## config.mk

```make
export PLATFORM = sky130hd
export DESIGN_NAME = dual_adc_serial_out
export DESIGN_NICKNAME = d
export VERILOG_FILES = /design/src/include/dual_adc_pkg.sv /design/src/hw/pair_buffer.sv /design/src/hw/dual_adc_serial_out.sv
export VERILOG_INCLUDE_DIRS = /design/src /design/src/include
export SDC_FILE = /design/constraint.sdc
export NUM_CORES = 1
export LEC_CHECK = 0
export CAP_MARGIN = 5
export CORE_MARGIN = 2
export CORE_UTILIZATION = 56
export CTS_CLUSTER_DIAMETER = 60
export DETAILED_ROUTE_END_ITERATION = 10
export DONT_BUFFER_PORTS = 1
export PLACE_DENSITY = 0.79
export SLEW_MARGIN = 30
export SYNTH_ARGS = -nofsm -noshare
export SYNTH_HDL_FRONTEND = slang
export SYNTH_HIERARCHICAL = 1
export SYNTH_SLANG_ARGS = --single-unit
```

## constraint.sdc

```tcl
create_clock -name core_clk_in -period 2.1 [get_ports core_clk_in]
set_input_delay 0.21 -clock core_clk_in [delete_from_list [all_inputs] [get_ports core_clk_in]]
set_output_delay 0.21 -clock core_clk_in [all_outputs]
set_load 0.01 [all_outputs]
```

## src/include/dual_adc_params.svh

```systemverilog
// Constants for the dual converter serial result output
`ifndef DUAL_ADC_PARAMS_SVH
`define DUAL_ADC_PARAMS_SVH
`define RES_W 12
`define LEAD_ZEROS 4'h2
`define WORD_CLKS 6'h0E
`define HALF_FRAME_CLKS 6'h10
`define FULL_FRAME_CLKS 6'h20
`define CNT_W 6
`define BUF_DEPTH 2
`endif

```

## src/include/dual_adc_pkg.sv

```systemverilog
// Types shared by the serial result output design
`default_nettype none
package dual_adc_pkg;
    typedef struct packed {
        logic [11:0] conv_a;
        logic [11:0] conv_b;
    } result_pair_s;
    typedef struct packed {
        logic frame_n;
        logic sclk;
    } link_pins_s;
    typedef enum logic [1:0] {
        ST_IDLE = 2'b00,
        ST_SHIFT = 2'b01,
        ST_DONE = 2'b10
    } frame_state_e;
endpackage
`default_nettype wire

```

## src/hw/pair_buffer.sv

```systemverilog
// Two-entry valid/ready buffer for result pairs
`timescale 1ns/1ps
`default_nettype none
module pair_buffer (
    input wire logic core_clk_in,
    input wire logic srst_in,
    input wire dual_adc_pkg::result_pair_s wr_data_in,
    input wire logic wr_valid_in,
    output logic wr_ready_out,
    output dual_adc_pkg::result_pair_s rd_data_out,
    output logic rd_valid_out,
    input wire logic rd_ready_in
);
    dual_adc_pkg::result_pair_s mem_q [0:1];
    logic wr_ptr_q;
    logic rd_ptr_q;
    logic [1:0] count_q;
    logic ready_q;
    logic do_wr;
    logic do_rd;

    // Handshakes; ready is kept in its own flop so the top port comes from a register
    assign do_wr = wr_valid_in && ready_q;
    assign do_rd = rd_valid_out && rd_ready_in;
    assign wr_ready_out = ready_q;
    assign rd_valid_out = (count_q != 2'h0);
    assign rd_data_out = mem_q[rd_ptr_q];

    // Storage write
    always_ff @(posedge core_clk_in) begin
        if (do_wr) begin
            mem_q[wr_ptr_q] <= wr_data_in;
        end
    end

    // Pointers and occupancy
    always_ff @(posedge core_clk_in) begin
        if (srst_in) begin
            wr_ptr_q <= 1'b0;
            rd_ptr_q <= 1'b0;
            count_q <= 2'h0;
            ready_q <= 1'b1;
        end else begin
            if (do_wr) begin
                wr_ptr_q <= ~wr_ptr_q;
            end
            if (do_rd) begin
                rd_ptr_q <= ~rd_ptr_q;
            end
            // A write into a one-entry buffer fills it; any net read frees a slot
            if (do_wr && !do_rd) begin
                count_q <= count_q + 2'h1;
                ready_q <= (count_q == 2'h0);
            end else if (do_rd && !do_wr) begin
                count_q <= count_q - 2'h1;
                ready_q <= 1'b1;
            end
        end
    end
endmodule
`default_nettype wire

```

## src/hw/dual_adc_serial_out.sv

```systemverilog
// Serial result output of a dual simultaneous-sampling converter
// Summary of operation
// - Each output bit changes on the falling edge of the host serial clock.
// - Both results appear at once, one on each data output.
// - A frame opens with two zero bits and then twelve result bits.
// - Results are shifted most significant bit first.
// - A 16-clock frame adds two trailing zero bits after the result.
// - Another 16 clocks with frame select low bring the other converter's result on the same pin.
// - The falling edge of frame select samples and starts both conversions and opens the frame.
// - The serial clock both shifts data and steps the conversion.
`timescale 1ns/1ps
`default_nettype none
`include "dual_adc_params.svh"
module dual_adc_serial_out (
    input wire logic core_clk_in,
    input wire logic srst_in,
    input wire logic frame_n_in,
    input wire logic sclk_in,
    input wire logic [2:0] channel_pair_select_in,
    input wire dual_adc_pkg::result_pair_s sample_in,
    input wire logic sample_valid_in,
    output logic sample_ready_out,
    output logic [2:0] conv_channel_out,
    output logic conv_start_out,
    output logic sar_step_out,
    output logic dout_a_out,
    output logic dout_a_oe_out,
    output logic dout_b_out,
    output logic dout_b_oe_out
);
    // Two-flop synchronisers for the link pins
    dual_adc_pkg::link_pins_s meta_q;
    dual_adc_pkg::link_pins_s sync_q;
    dual_adc_pkg::link_pins_s prev_q;
    logic [2:0] sel_meta_q;
    logic [2:0] sel_sync_q;
    logic frame_fall;
    logic frame_rise;
    logic sclk_fall;

    always_ff @(posedge core_clk_in) begin
        if (srst_in) begin
            meta_q <= '{frame_n: 1'b1, sclk: 1'b1};
            sync_q <= '{frame_n: 1'b1, sclk: 1'b1};
            prev_q <= '{frame_n: 1'b1, sclk: 1'b1};
            sel_meta_q <= 3'h0;
            sel_sync_q <= 3'h0;
        end else begin
            meta_q <= '{frame_n: frame_n_in, sclk: sclk_in};
            sync_q <= meta_q;
            prev_q <= sync_q;
            sel_meta_q <= channel_pair_select_in;
            sel_sync_q <= sel_meta_q;
        end
    end

    // Edge detection only on the second synchroniser stage
    assign frame_fall = prev_q.frame_n && !sync_q.frame_n;
    assign frame_rise = !prev_q.frame_n && sync_q.frame_n;
    assign sclk_fall = prev_q.sclk && !sync_q.sclk && !sync_q.frame_n;

    // Results from the converter core pass a two-entry buffer
    dual_adc_pkg::result_pair_s buf_data;
    logic buf_valid;
    logic buf_take;

    pair_buffer u_buf (
        .core_clk_in(core_clk_in),
        .srst_in(srst_in),
        .wr_data_in(sample_in),
        .wr_valid_in(sample_valid_in),
        .wr_ready_out(sample_ready_out),
        .rd_data_out(buf_data),
        .rd_valid_out(buf_valid),
        .rd_ready_in(buf_take)
    );

    // Frame state and serial clock count
    dual_adc_pkg::frame_state_e state_q;
    logic [`CNT_W-1:0] bit_cnt_q;
    dual_adc_pkg::result_pair_s word_q;

    // A frame takes the oldest buffered pair; if none is ready, zeros go out
    assign buf_take = frame_fall && buf_valid;

    always_ff @(posedge core_clk_in) begin
        if (srst_in) begin
            state_q <= dual_adc_pkg::ST_IDLE;
        end else begin
            case (state_q)
                dual_adc_pkg::ST_IDLE: begin
                    if (frame_fall) begin
                        state_q <= dual_adc_pkg::ST_SHIFT;
                    end
                end
                dual_adc_pkg::ST_SHIFT: begin
                    if (frame_rise) begin
                        state_q <= dual_adc_pkg::ST_IDLE;
                    end else if (sclk_fall && bit_cnt_q == `FULL_FRAME_CLKS - 6'h1) begin
                        state_q <= dual_adc_pkg::ST_DONE;
                    end
                end
                dual_adc_pkg::ST_DONE: begin
                    if (frame_rise) begin
                        state_q <= dual_adc_pkg::ST_IDLE;
                    end
                end
                default: begin
                    state_q <= dual_adc_pkg::ST_IDLE;
                end
            endcase
        end
    end

    // Count falling serial clock edges within a frame
    always_ff @(posedge core_clk_in) begin
        if (srst_in || frame_fall) begin
            bit_cnt_q <= 6'h00;
        end else if (state_q == dual_adc_pkg::ST_SHIFT && sclk_fall) begin
            bit_cnt_q <= bit_cnt_q + 6'h01;
        end
    end

    // Latch the pair at frame start, both converters sampled together
    always_ff @(posedge core_clk_in) begin
        if (srst_in) begin
            word_q <= '0;
        end else if (frame_fall) begin
            word_q <= buf_valid ? buf_data : '0;
        end
    end

    // Bit selection: slot 0..15 own result, 16..31 the other one
    function automatic logic pick_bit(input logic [11:0] own, input logic [11:0] other,
                                      input logic [`CNT_W-1:0] cnt);
        logic [4:0] slot;
        logic [11:0] res;
        slot = cnt[4:0];
        res = cnt[4] ? other : own;
        pick_bit = 1'b0;
        if (slot[3:0] >= `LEAD_ZEROS && slot[3:0] < `WORD_CLKS) begin
            pick_bit = res[4'hD - slot[3:0]];
        end
    endfunction

    // Outputs update on each falling serial clock; the first zero appears at frame start
    always_ff @(posedge core_clk_in) begin
        if (srst_in) begin
            dout_a_out <= 1'b0;
            dout_b_out <= 1'b0;
            dout_a_oe_out <= 1'b0;
            dout_b_oe_out <= 1'b0;
        end else if (frame_rise || state_q == dual_adc_pkg::ST_DONE) begin
            dout_a_out <= 1'b0;
            dout_b_out <= 1'b0;
            dout_a_oe_out <= !frame_rise;
            dout_b_oe_out <= !frame_rise;
        end else if (frame_fall) begin
            dout_a_out <= 1'b0;
            dout_b_out <= 1'b0;
            dout_a_oe_out <= 1'b1;
            dout_b_oe_out <= 1'b1;
        end else if (state_q == dual_adc_pkg::ST_SHIFT && sclk_fall) begin
            // Index is count+1: the bit for the next slot, trailing zeros fall out
            dout_a_out <= pick_bit(word_q.conv_a, word_q.conv_b, bit_cnt_q + 6'h01);
            dout_b_out <= pick_bit(word_q.conv_b, word_q.conv_a, bit_cnt_q + 6'h01);
        end
    end

    // Conversion control toward the analog core
    always_ff @(posedge core_clk_in) begin
        if (srst_in) begin
            conv_channel_out <= 3'h0;
            conv_start_out <= 1'b0;
            sar_step_out <= 1'b0;
        end else begin
            conv_start_out <= frame_fall;
            sar_step_out <= state_q == dual_adc_pkg::ST_SHIFT && sclk_fall &&
                            bit_cnt_q < `WORD_CLKS;
            if (frame_fall) begin
                conv_channel_out <= sel_sync_q;
            end
        end
    end
endmodule
`default_nettype wire

```

# Word level (Yosys, flattened, before mapping)
# Memory sizes are Yosys's and may differ from the RTL's. A register that Yosys moved wholly into a read port is not among the register bits.
# Index checks and enable logic that the tools add are counted.
# totals
reg_bits	57
latch_bits	0
ram_bits	48
mem_bits_ro	0
input_bits	32
output_inout_bits	10
elab_cells	91
memories	1
# memory_table
name	depth	word_bits	read_ports	rd_clocked_by_memory_dff	wr	line	text
u_buf.mem_q	2	24	1	1	1	pair_buffer.sv:14	dual_adc_pkg::result_pair_s mem_q [0:1];
# classes
n_addsub	4
mul	0
n_div	0
n_lt_le_gt_ge	4
eq_ne	6
n_shift	0
mux	24
bitwise	2
reduce_logical	28
# ops
operator	n
12-bit two-way mux	2
24-bit two-way mux	1
1-bit logical AND	13
1-bit two-way mux	12
2-bit two-way mux	6
1-bit binary-select mux with 4-bit select	2
6-bit by 1-bit adder with 6-bit output, second input constant	1
6-bit by 5-bit == test with 1-bit output, second input constant	1
1-bit zero test	6
6-bit by 4-bit < comparator with 1-bit output, second input constant	1
2-bit case mux with 3 select lines	1
2-bit nonzero test	3
4-bit by 5-bit < comparator with 1-bit output, second input constant	1
4-bit by 2-bit >= comparator with 1-bit output, second input constant	1
2-bit zero test	2
4-bit < comparator, second input constant	1
2-bit != test, second input constant	2
4-bit subtractor, first input constant	1
3-bit != test, second input constant	1
3-bit AND reduction	1
3-bit OR reduction	1
2-bit by 1-bit adder with 2-bit output, second input constant	1
2-bit by 1-bit == test with 1-bit output, second input constant	1
2-bit == test, second input constant	1
other kinds (3)	5

# Depth between registers and ports, before layout
# Gate-level depths: netlist of run 1.
# logic_depth
ltp_word	7
mapped_depth	11
mapped_depth_nobuf	10

# By module
# Netlist of run 1, hierarchy kept.
# by_module_without_submodules
mod	n_inst	cells_per_inst	area_each_um2	seq_area_each_um2
dual_adc_serial_out	1	231	2362.3	1041.0
pair_buffer	1	102	1978.1	1561.5

# Worst setup path before layout of run 1
# Ideal clock, no wire load.
# synth_timing
kind	reg2reg
from	register bit_cnt_q[0]
to	register dout_a_out
setup_ns	0.074
t_arrival_ns	2.176
t_required_ns	2.026
path_slack_ns	-0.150
path_stages_with_launch	12
n_path_buf	1
period_less_slack_ns	2.250
cell_sequence	dfxtp_1 > ha_1 > xor2_1 > inv_1 > ha_1 > clkbuf_1 > mux2i_1 > a2bb2oi_1 > mux2i_1 > a21oi_1 > nand4_1 > a31oi_1
# synth_via
elab_chain_len	5
word_cells_on_any_way	9
classes_between	2 x add/sub; 2 x order compare; 4 x mux; 1 x reduce/logical
# synth_lines
element	line	text
start, declared	dual_adc_serial_out.sv:80	logic [`CNT_W-1:0] bit_cnt_q;
start signal, assigned	dual_adc_serial_out.sv:120	bit_cnt_q <= bit_cnt_q + 6'h01;
6-bit by 1-bit adder with 6-bit output (*)	dual_adc_serial_out.sv:165	dout_a_out <= pick_bit(word_q.conv_a, word_q.conv_b, bit_cnt_q + 6'h01);
4-bit subtractor / 12-bit two-way mux (equally long branches)	dual_adc_serial_out.sv:142, dual_adc_serial_out.sv:139	
1-bit binary-select mux with 4-bit select	dual_adc_serial_out.sv:142	pick_bit = res[4'hD - slot[3:0]];
1-bit two-way mux (not written as such)	dual_adc_serial_out.sv:142	
1-bit two-way mux (*)	dual_adc_serial_out.sv:141	if (slot[3:0] >= `LEAD_ZEROS && slot[3:0] < `WORD_CLKS) begin
end signal, assigned	dual_adc_serial_out.sv:165	
end, declared	dual_adc_serial_out.sv:26	output logic dout_a_out,
# Mark *: on every way between the ends. The rest lies on a longest branch, timed or not. The select of a mux whose other input is x is not followed.
# A chain may end at the register's enable or synchronous reset.

# Worst setup path after layout of run 1
# layout_timing
from	register bit_cnt_q[0]
to	register dout_b_out
# layout_via
elab_chain_len	5
word_cells_on_any_way	9
classes_between	2 x add/sub; 2 x order compare; 4 x mux; 1 x reduce/logical
# layout_lines
element	line	text
6-bit by 1-bit adder with 6-bit output (*)	dual_adc_serial_out.sv:166	dout_b_out <= pick_bit(word_q.conv_b, word_q.conv_a, bit_cnt_q + 6'h01);
4-bit subtractor / 12-bit two-way mux (equally long branches)	dual_adc_serial_out.sv:142, dual_adc_serial_out.sv:139	
1-bit binary-select mux with 4-bit select	dual_adc_serial_out.sv:142	
1-bit two-way mux (not written as such)	dual_adc_serial_out.sv:142	
1-bit two-way mux (*)	dual_adc_serial_out.sv:141	
end signal, assigned	dual_adc_serial_out.sv:166	
end, declared	dual_adc_serial_out.sv:28	output logic dout_b_out,
# Marked as above.

==> results of run 1 <==
==> how the worst max path moves through the flow <==
stage / startpoint / end / depth (start not counted)
floorplan: bit_cnt_q[0] / dout_b_out / 8
global placement: bit_cnt_q[0] / dout_b_out / 8
detailed placement: bit_cnt_q[0] / dout_b_out / 8
CTS: bit_cnt_q[0] / dout_b_out / 8
global route: bit_cnt_q[0] / dout_b_out / 9
finish: bit_cnt_q[0] / dout_b_out / 8
==> synth_stat cells, drive strengths merged (2+ instances only) <==
cell type  number  area, µm²
mux2           32        360
a311oi          2       23.8
xor2            9       78.8
mux2i          12        120
nor3b           2       15.0
mux4            2       52.6
nor2           16       60.1
ha              4       50.1
nand2b          4       25.0
edfxtp         48       1440
nor4            2       12.5
nor3            4       20.0
a221oi          2       23.8
dfxtp          58       1160
xnor2           4       53.8
a222oi          2       20.0
and3            4       25.0
and2            2       12.5
a21oi          11       55.1
inv             3       11.3
or2             7       43.8
clkbuf         10       37.5
a22o           24        210
or3             3       18.8
nand2          12       45.0
nor2b          15       93.8
o21ai           5       25.0
nand3          10       50.1
a2bb2oi         2       17.5
buf             8       60.1
==> power by group through the flow <==
stage	logic, W	clock network, W	registers (W)
2_1_floorplan	0.000166	0	0.00235
3_3_place_gp	0.000204	0	0.00236
3_5_place_dp	0.000213	0	0.00237
5_1_grt	0.000298	0.00120	0.00233
6_report	0.000272	0.00110	0.00232
4_1_cts	0.000272	0.00113	0.00232
==> what timing repair did <==
item | CTS | global route
gates cloned | 0 | 0
pin swaps | 4 | 3
gates resized for setup | 4 | 3
endpoints found under the hold margin | 74 | 0
buffers inserted | 3 | 1
hold buffers | 30 | 0
setup endpoints to repair | 2 | 2
==> kinds of logic (layout without fill, tap and decap cells) <==
kind of cell	count (synthesis)	after routing	synth area share, %
mux	46	46	12.3
compound gates	60	60	11.0
flops	106	106	60.0
simple gates	83	83	10.1
xor+xnor	13	13	3.06
fa+ha+maj	4	4	1.15
buf+inv	21	82	2.51
==> sequential cells by signal, summed over array words and instances (netlist names), named ones only <==
signal / cells
u_buf/mem_q: 48
word_q: 24
bit_cnt_q: 6
conv_channel_out: 3
sel_meta_q: 3
sel_sync_q: 3
meta_q: 2
prev_q: 2
state_q: 2
sync_q: 2
u_buf/count_q: 2
conv_start_out: 1
dout_a_out: 1
dout_b_oe_out: 1
dout_b_out: 1
sar_step_out: 1
u_buf/rd_ptr_q: 1
u_buf/wr_ptr_q: 1
u_buf/wr_ready_out: 1
==> per-layer routing <==
layer	vias to the layer above	wire length, µm	GRT usage (%)
li1	1356	-	-
met1	1370	3720	26.7
met2	53	4240	33.9
met3	19	348	6.49
met4	0	160	8.58
met5	-	0	0
==> area by class of cell <==
cell class	instances	area [µm²]	area share (%)
multi-input combinational	206	1670	32.5
sequential	106	2610	50.7
timing repair buffer	63	563	10.9
tap	102	128	2.48
clock buffer	9	124	2.41
clock inverter	7	42.5	0.827
inverter	3	11.3	0.219
==> worst max-delay path, cell delays in order, from the launching register on <==
cell      delay, ns
dfxtp_4        0.36
ha_4           0.16
and3_4         0.20
xnor2_4        0.28
buf_4          0.18
mux2_2         0.33
a222oi_1       0.36
o21a_1         0.18
a311oi_2       0.05
==> per-stage QoR <==
| stage | setup TNS, ns | util, % | setup slack [ns] | cells | total power, W |
|---|---|---|---|---|---|
| 6_report | -0.196 | 67.6 | -0.125 | 496 | 0.00369 |
| 5_1_grt | -0.349 | 67.6 | -0.177 | 496 | 0.00383 |
| 4_1_cts | -0.0965 | 67.4 | -0.0710 | 495 | 0.00372 |
| 3_5_place_dp | -0.0827 | 60.8 | -0.0643 | 446 | 0.00258 |
| 3_3_place_gp | -0.0366 | 60.8 | -0.0366 | 446 | 0.00256 |
| 2_1_floorplan | -0.0225 | - | -0.0225 | 333 | 0.00252 |
==> results.md, run 1 <==
- Synth Instances: 333
- Layout cells sized above 1: 24.9%
- R2R Setup Slk: -0.13 ns
- Clock sink total: 106
- Worst Tran Pin Value: 0.847 ns
- First-pass GRT wire length: 13.8 mm
- Switching power: 0.000856 W
- Hold depth: 3
- Hold crit path type: input port to flop
- Startpoint types: flop
- Vias per inst: 5.64
- Worst-path clk slew: 0.09 ns
- Commonest non-fill, non-tap cells in the layout: dfxtp_1, edfxtp_1, dlygate4sd3_1
- CP max FO: 5
- Core area: 0.00761 mm²
- Fill cells: 543
- Die X: 92.0 µm
- RR Endpoint: dout_b_out
- Htree depth: 3
- Synthesized net count: 369
- Hold path endpoint: u_buf/wr_ptr_q
- Largest net degree at the start of global routing: 27
- # setup viols final: 2
- Commonest non-fill, non-tap cell in the layout: dfxtp_1
- RSZ-0062 raised after global routing: yes
- Dominant register cell in the synthesized netlist: dfxtp_1
- Number of I/O port buffers: 0
- Routability Congestion: 0.970
- DRT Pass-1 Iters: 4
- Hold Worst Slack: 0.145 ns
- Slew HR: 43.3%
- Post-DP HPWL: 5.53 mm
- Sequential power share: 62.8%
- Area grow syn2layout: 18.6%
- Int Pwr: 0.00284 W
- Fin. max-slew vios: 0
- Post-Syn Area: 0.00434 mm²
- Fin area: 0.00515 mm²
- Avg Inst Size Synth: 13.0 µm²
- Leak: 1.94 nW
- Post-synth ARST share: 0%
- Die area: 0.00847 mm²
- Crit Path Category: flop to flop
- Clock Latency Late Sink: 0.37 ns
- Clock power frac: 29.8%
- Final WL: 8.46 mm
- Number of DRC markers in iteration 0: 140
- Setup crit end kind: flop
- Comb power frac: 7.4%
- Antenna cells: 0
- Mean routed wirelength per cell: 17.1 µm
- Violated checks: negative setup slack
- Critical Path RT: 2.34 ns
- Minimum clock period: 2.23 ns
- Final worst-path cycle share: 106%
- Via count of the routed design: 2798
- Clock skew: 0.0131 ns
- R2R Path Start: bit_cnt_q[0]
- Yosys reg bits: 106
- CTS tree: done
- Outcome: finished with violations
- Drc violations: 0
- CTS buffer count: 9
- Initial antenna violation count: 0
- PwrDens: 718 mW/mm²
- Buffer depth of the longest clock path: 2
- Seq/Total Area, Yosys: 60.0%
- Number of max-cap violations: 0
- GRT Total Usage: 21.1%
- Synth cell types: 50
- Post-synth EDFFs: 48
- FMAX: 449 MHz
- Sw Share: 23.2%
- Fin worst setup slack: -0.125 ns
- VDD IR max: 0.000472 V
- Initial Utilization: 57.1%
- Vias in the first global route: 2838
- Placed instance area: 0.00463 mm²
- DIE HEIGHT: 92.0 µm
- Worst hold start: sample_valid_in
- Synth warn: 6
- GRT overflow: 0
- I/O pins: 42
- Final Hold Fails: 0
- FF-to-FF path depth: 8
- Num rows: 32
- Clock root buffer: clkbuf_8
- ANT nets after route: 0
- Nets: 425
- WP data arrival: 2.47 ns
No activity file was read; power rests on OpenSTA's default activity.
==> run 2: changes to the inputs <==
--- a/config.mk
+++ b/config.mk
@@ -7,8 +7,10 @@
 export NUM_CORES = 1
 export LEC_CHECK = 0
 export CAP_MARGIN = 5
+export CELL_PAD_IN_SITES_DETAIL_PLACEMENT = 1
+export CELL_PAD_IN_SITES_GLOBAL_PLACEMENT = 2
 export CORE_MARGIN = 2
-export CORE_UTILIZATION = 56
+export CORE_UTILIZATION = 39
 export CTS_CLUSTER_DIAMETER = 60
 export DETAILED_ROUTE_END_ITERATION = 10
 export DONT_BUFFER_PORTS = 1
==> run 2 against run 1 <==
Net effect: largest cell class unchanged; highest routed layer unchanged; clock power rose by 17%; cell area increased by 2.5%; worst setup slack improved by 0.11 ns; critical path depth up 1; wire length grew 7.0%; the run still ends with negative setup slack left; via count grew 1.2%; global-route usage shrank 4.9 points; die area rose by 42%; non-clock buffer count is 1 lower.
==> results.md, run 2 (synthesis gave the netlist of run 1 again) <==
- Layout cells sized above 1: 26.0% (was 24.9%)
- Clock skew: 0.00934 ns (was 0.0131 ns)
- Register area: 0.00261 mm² (unchanged)
- Leak: 1.97 nW (was 1.94 nW)
- Clock Latency Late Sink: 0.37 ns (about the same)
- Biggest regs: u_buf/mem_q x48, word_q x24, bit_cnt_q x6 (unchanged)
- WP data arrival: 2.36 ns (was 2.47 ns)
- ANT nets after route: 0 (unchanged)
- Commonest non-fill, non-tap cells in the layout: dfxtp_1, edfxtp_1, dlygate4sd3_1 (unchanged)
- Violated checks: negative setup slack (unchanged)
- R2R Path Start: bit_cnt_q[0] (unchanged)
- CP endpoint: dout_b_out (unchanged)
- Initial antenna violation count: 0 (unchanged)
- VDD IR max: 0.000659 V (was 0.000472 V)
- Worst hold start: sample_valid_in (unchanged)
- Startpoint types: flop (unchanged)
- Core area: 0.0108 mm² (was 0.00761 mm²)
- Number of DRC markers in iteration 0: 131 (was 140)
- Post-DP HPWL: 6.03 mm (was 5.53 mm)
- Minimum clock period: 2.12 ns (was 2.23 ns)
- Initial Utilization: 40.0% (was 57.1%)
- Routability Congestion: 0.847 (was 0.970)
- Worst Tran Pin Value: 0.816 ns (was 0.847 ns)
- Fin worst setup slack: -0.0151 ns (was -0.125 ns)
- Placed instance area: 0.00468 mm² (was 0.00463 mm²)
- Number of max-cap violations: 0 (unchanged)
- Sw Share: 23.0% (was 23.2%)
- Clock root buffer: clkbuf_8 (unchanged)
- Sequential power share: 59.7% (was 62.8%)
- Hold crit path type: input port to flop (unchanged)
- Pwr Total: 0.00388 W (was 0.00369 W)
- CTS tree: done (unchanged)
- Setup crit start: bit_cnt_q[0] (unchanged)
- Worst-path clk slew: 0.10 ns (was 0.09 ns)
- First-pass GRT wire length: 14.6 mm (was 13.8 mm)
- Final Hold Fails: 0 (unchanged)
- Number of I/O port buffers: 0 (unchanged)
- Mean routed wirelength per cell: 17.0 µm (was 17.1 µm)
- Nets: 424 (was 425)
- Fin area: 0.00528 mm² (was 0.00515 mm²)
- I/O pins: 42 (unchanged)
- Stages on worst setup path: 9 (was 8)
- Crit Path Category: flop to flop (unchanged)
- Die area: 0.0120 mm² (was 0.00847 mm²)
- Commonest non-fill, non-tap cell in the layout: dfxtp_1 (unchanged)
- # setup viols final: 1 (was 2)
- Outcome: finished with violations (unchanged)
- Fin. max-slew vios: 0 (unchanged)
- R2R Setup Slk: -0.02 ns (was -0.13 ns)
- CP bufs+invs: 2 (was 1)
- Htree depth: 3 (unchanged)
- FF-to-FF path depth: 9 (was 8)
- Antenna cells: 0 (unchanged)
- Int Pwr: 0.00299 W (was 0.00284 W)
- Setup crit end kind: flop (unchanged)
- DIE HEIGHT: 109 µm (was 92.0 µm)
- Vias in the first global route: 2868 (was 2838)
- PwrDens: 736 mW/mm² (was 718 mW/mm²)
- Worst path slowest cell: dfxtp_4 (unchanged)
- CP max FO: 7 (was 5)
- CP peak stage delay: 0.36 ns (about the same)
- Buffer depth of the longest clock path: 2 (unchanged)
- Largest net degree at the start of global routing: 26 (was 27)
- Num rows: 38 (was 32)
- Switching power: 0.000891 W (was 0.000856 W)
- Area grow syn2layout: 21.5% (was 18.6%)
- FMAX: 473 MHz (was 449 MHz)
- Critical Path RT: 2.34 ns (about the same)
- Multi-input logic area: 0.00170 mm² (was 0.00167 mm²)
- RR Endpoint: dout_b_out (unchanged)
- Slew HR: 45.4% (was 43.3%)
- Crit path max-delay family: multiplexers (was compound AO/OA/AOI/OAI gates)
- DRT Pass-1 Iters: 4 (unchanged)
- Comb power frac: 7.1% (was 7.4%)
- Die X: 109 µm (was 92.0 µm)
- Final worst-path cycle share: 101% (was 106%)
- Clock sink total: 106 (unchanged)
- Vias per inst: 5.31 (was 5.64)
- Max FFs per register: 48 (unchanged)
- Via count of the routed design: 2831 (was 2798)
- RSZ-0062 raised after global routing: yes (unchanged)
- Core Util, Final: 48.7% (was 67.6%)
- Clock power frac: 33.2% (was 29.8%)
- Most flops, register: u_buf/mem_q (unchanged)
- GRT Total Usage: 16.2% (was 21.1%)
- GRT overflow: 0 (unchanged)
- Drc violations: 0 (unchanged)
- Fill cells: 1097 (was 543)
- Final WL: 9.05 mm (was 8.46 mm)
- Crit-path cells: ha_4 > and3_4 > xnor2_4 > buf_12 > buf_8 > mux4_2 > a222oi_1 > mux2_4 > a311oi_2 (was ha_4 > and3_4 > xnor2_4 > buf_4 > mux2_2 > a222oi_1 > o21a_1 > a311oi_2)
- CTS buffer count: 9 (unchanged)
[run 2: cell count changes in the layout (fill, tap and decap cells not counted), sizes merged]
cell / change
clkinv: -3
inv: +1
bufinv: +1
clkbuf: +1
buf: -2
dlygate4sd3: +1
[run 2: cell type report]
class | instances | area share, %
Inverter | 3 | 0.213
Clock buffer | 10 | 2.42
Timing Repair Buffer | 62 | 10.7
Tap cell | 140 | 3.32
Multi-Input combinational cell | 206 | 32.3
Clock inverter | 6 | 1.57
Sequential cell | 106 | 49.4
[run 2: routing by layer]
| metal | part of all wire, % | GRT usage [%] | up-vias |
|---|---|---|---|
| met4 | 1.2 | 4.97 | 0 |
| met3 | 4.5 | 5.10 | 8 |
| met5 | 0 | 0 | - |
| li1 | - | - | 1354 |
| met2 | 50 | 26.8 | 45 |
| met1 | 44 | 20.3 | 1424 |
[run 2: worst min-delay path by stage]
stage / end / cells past startpoint
floorplan: u_buf/count_q[1] / 1
global placement: conv_channel_out[2] / 1
detailed placement: conv_channel_out[2] / 1
CTS: u_buf/wr_ptr_q / 3
global route: bit_cnt_q[0] / 2
finish: u_buf/wr_ptr_q / 3
[run 2: per-stage QoR]
step,worst slack (ns),cells,setup TNS (ns),hold slack [ns]
finish,-0.0151,533,-0.0151,0.164
global route,-0.109,533,-0.201,0.194
CTS,-0.0346,530,-0.0346,0.142
detailed placement,-0.0601,483,-0.0875,0.284
global placement,0.00662,483,0,0.282
floorplan,-0.0225,333,-0.0225,0.279
[run 2: worst min-delay path, cell delays in order]
cell and delay [ns]:
nand2_1 0.11, xor2_1 0.08, nor2_1 0.09
[run 2: power groups by stage]
stage | combinational [W] | sequential (W) | clock (W)
6_report | 0.000275 | 0.00232 | 0.00129
5_1_grt | 0.000304 | 0.00233 | 0.00141
4_1_cts | 0.000278 | 0.00232 | 0.00134
3_5_place_dp | 0.000218 | 0.00236 | 0
3_3_place_gp | 0.000210 | 0.00236 | 0
2_1_floorplan | 0.000166 | 0.00235 | 0
[run 2: timing repair]
| item | 4_1_cts | 5_1_grt |
|---|---|---|
| endpoints found under the setup margin | 3 | 2 |
| gates resized for setup | 5 | 7 |
| buffers inserted | 0 | 3 |
| endpoints found under the hold margin | 73 | 0 |
| pin swaps | 2 | 3 |
| cloned | 0 | 0 |
| hold buffers | 31 | 0 |
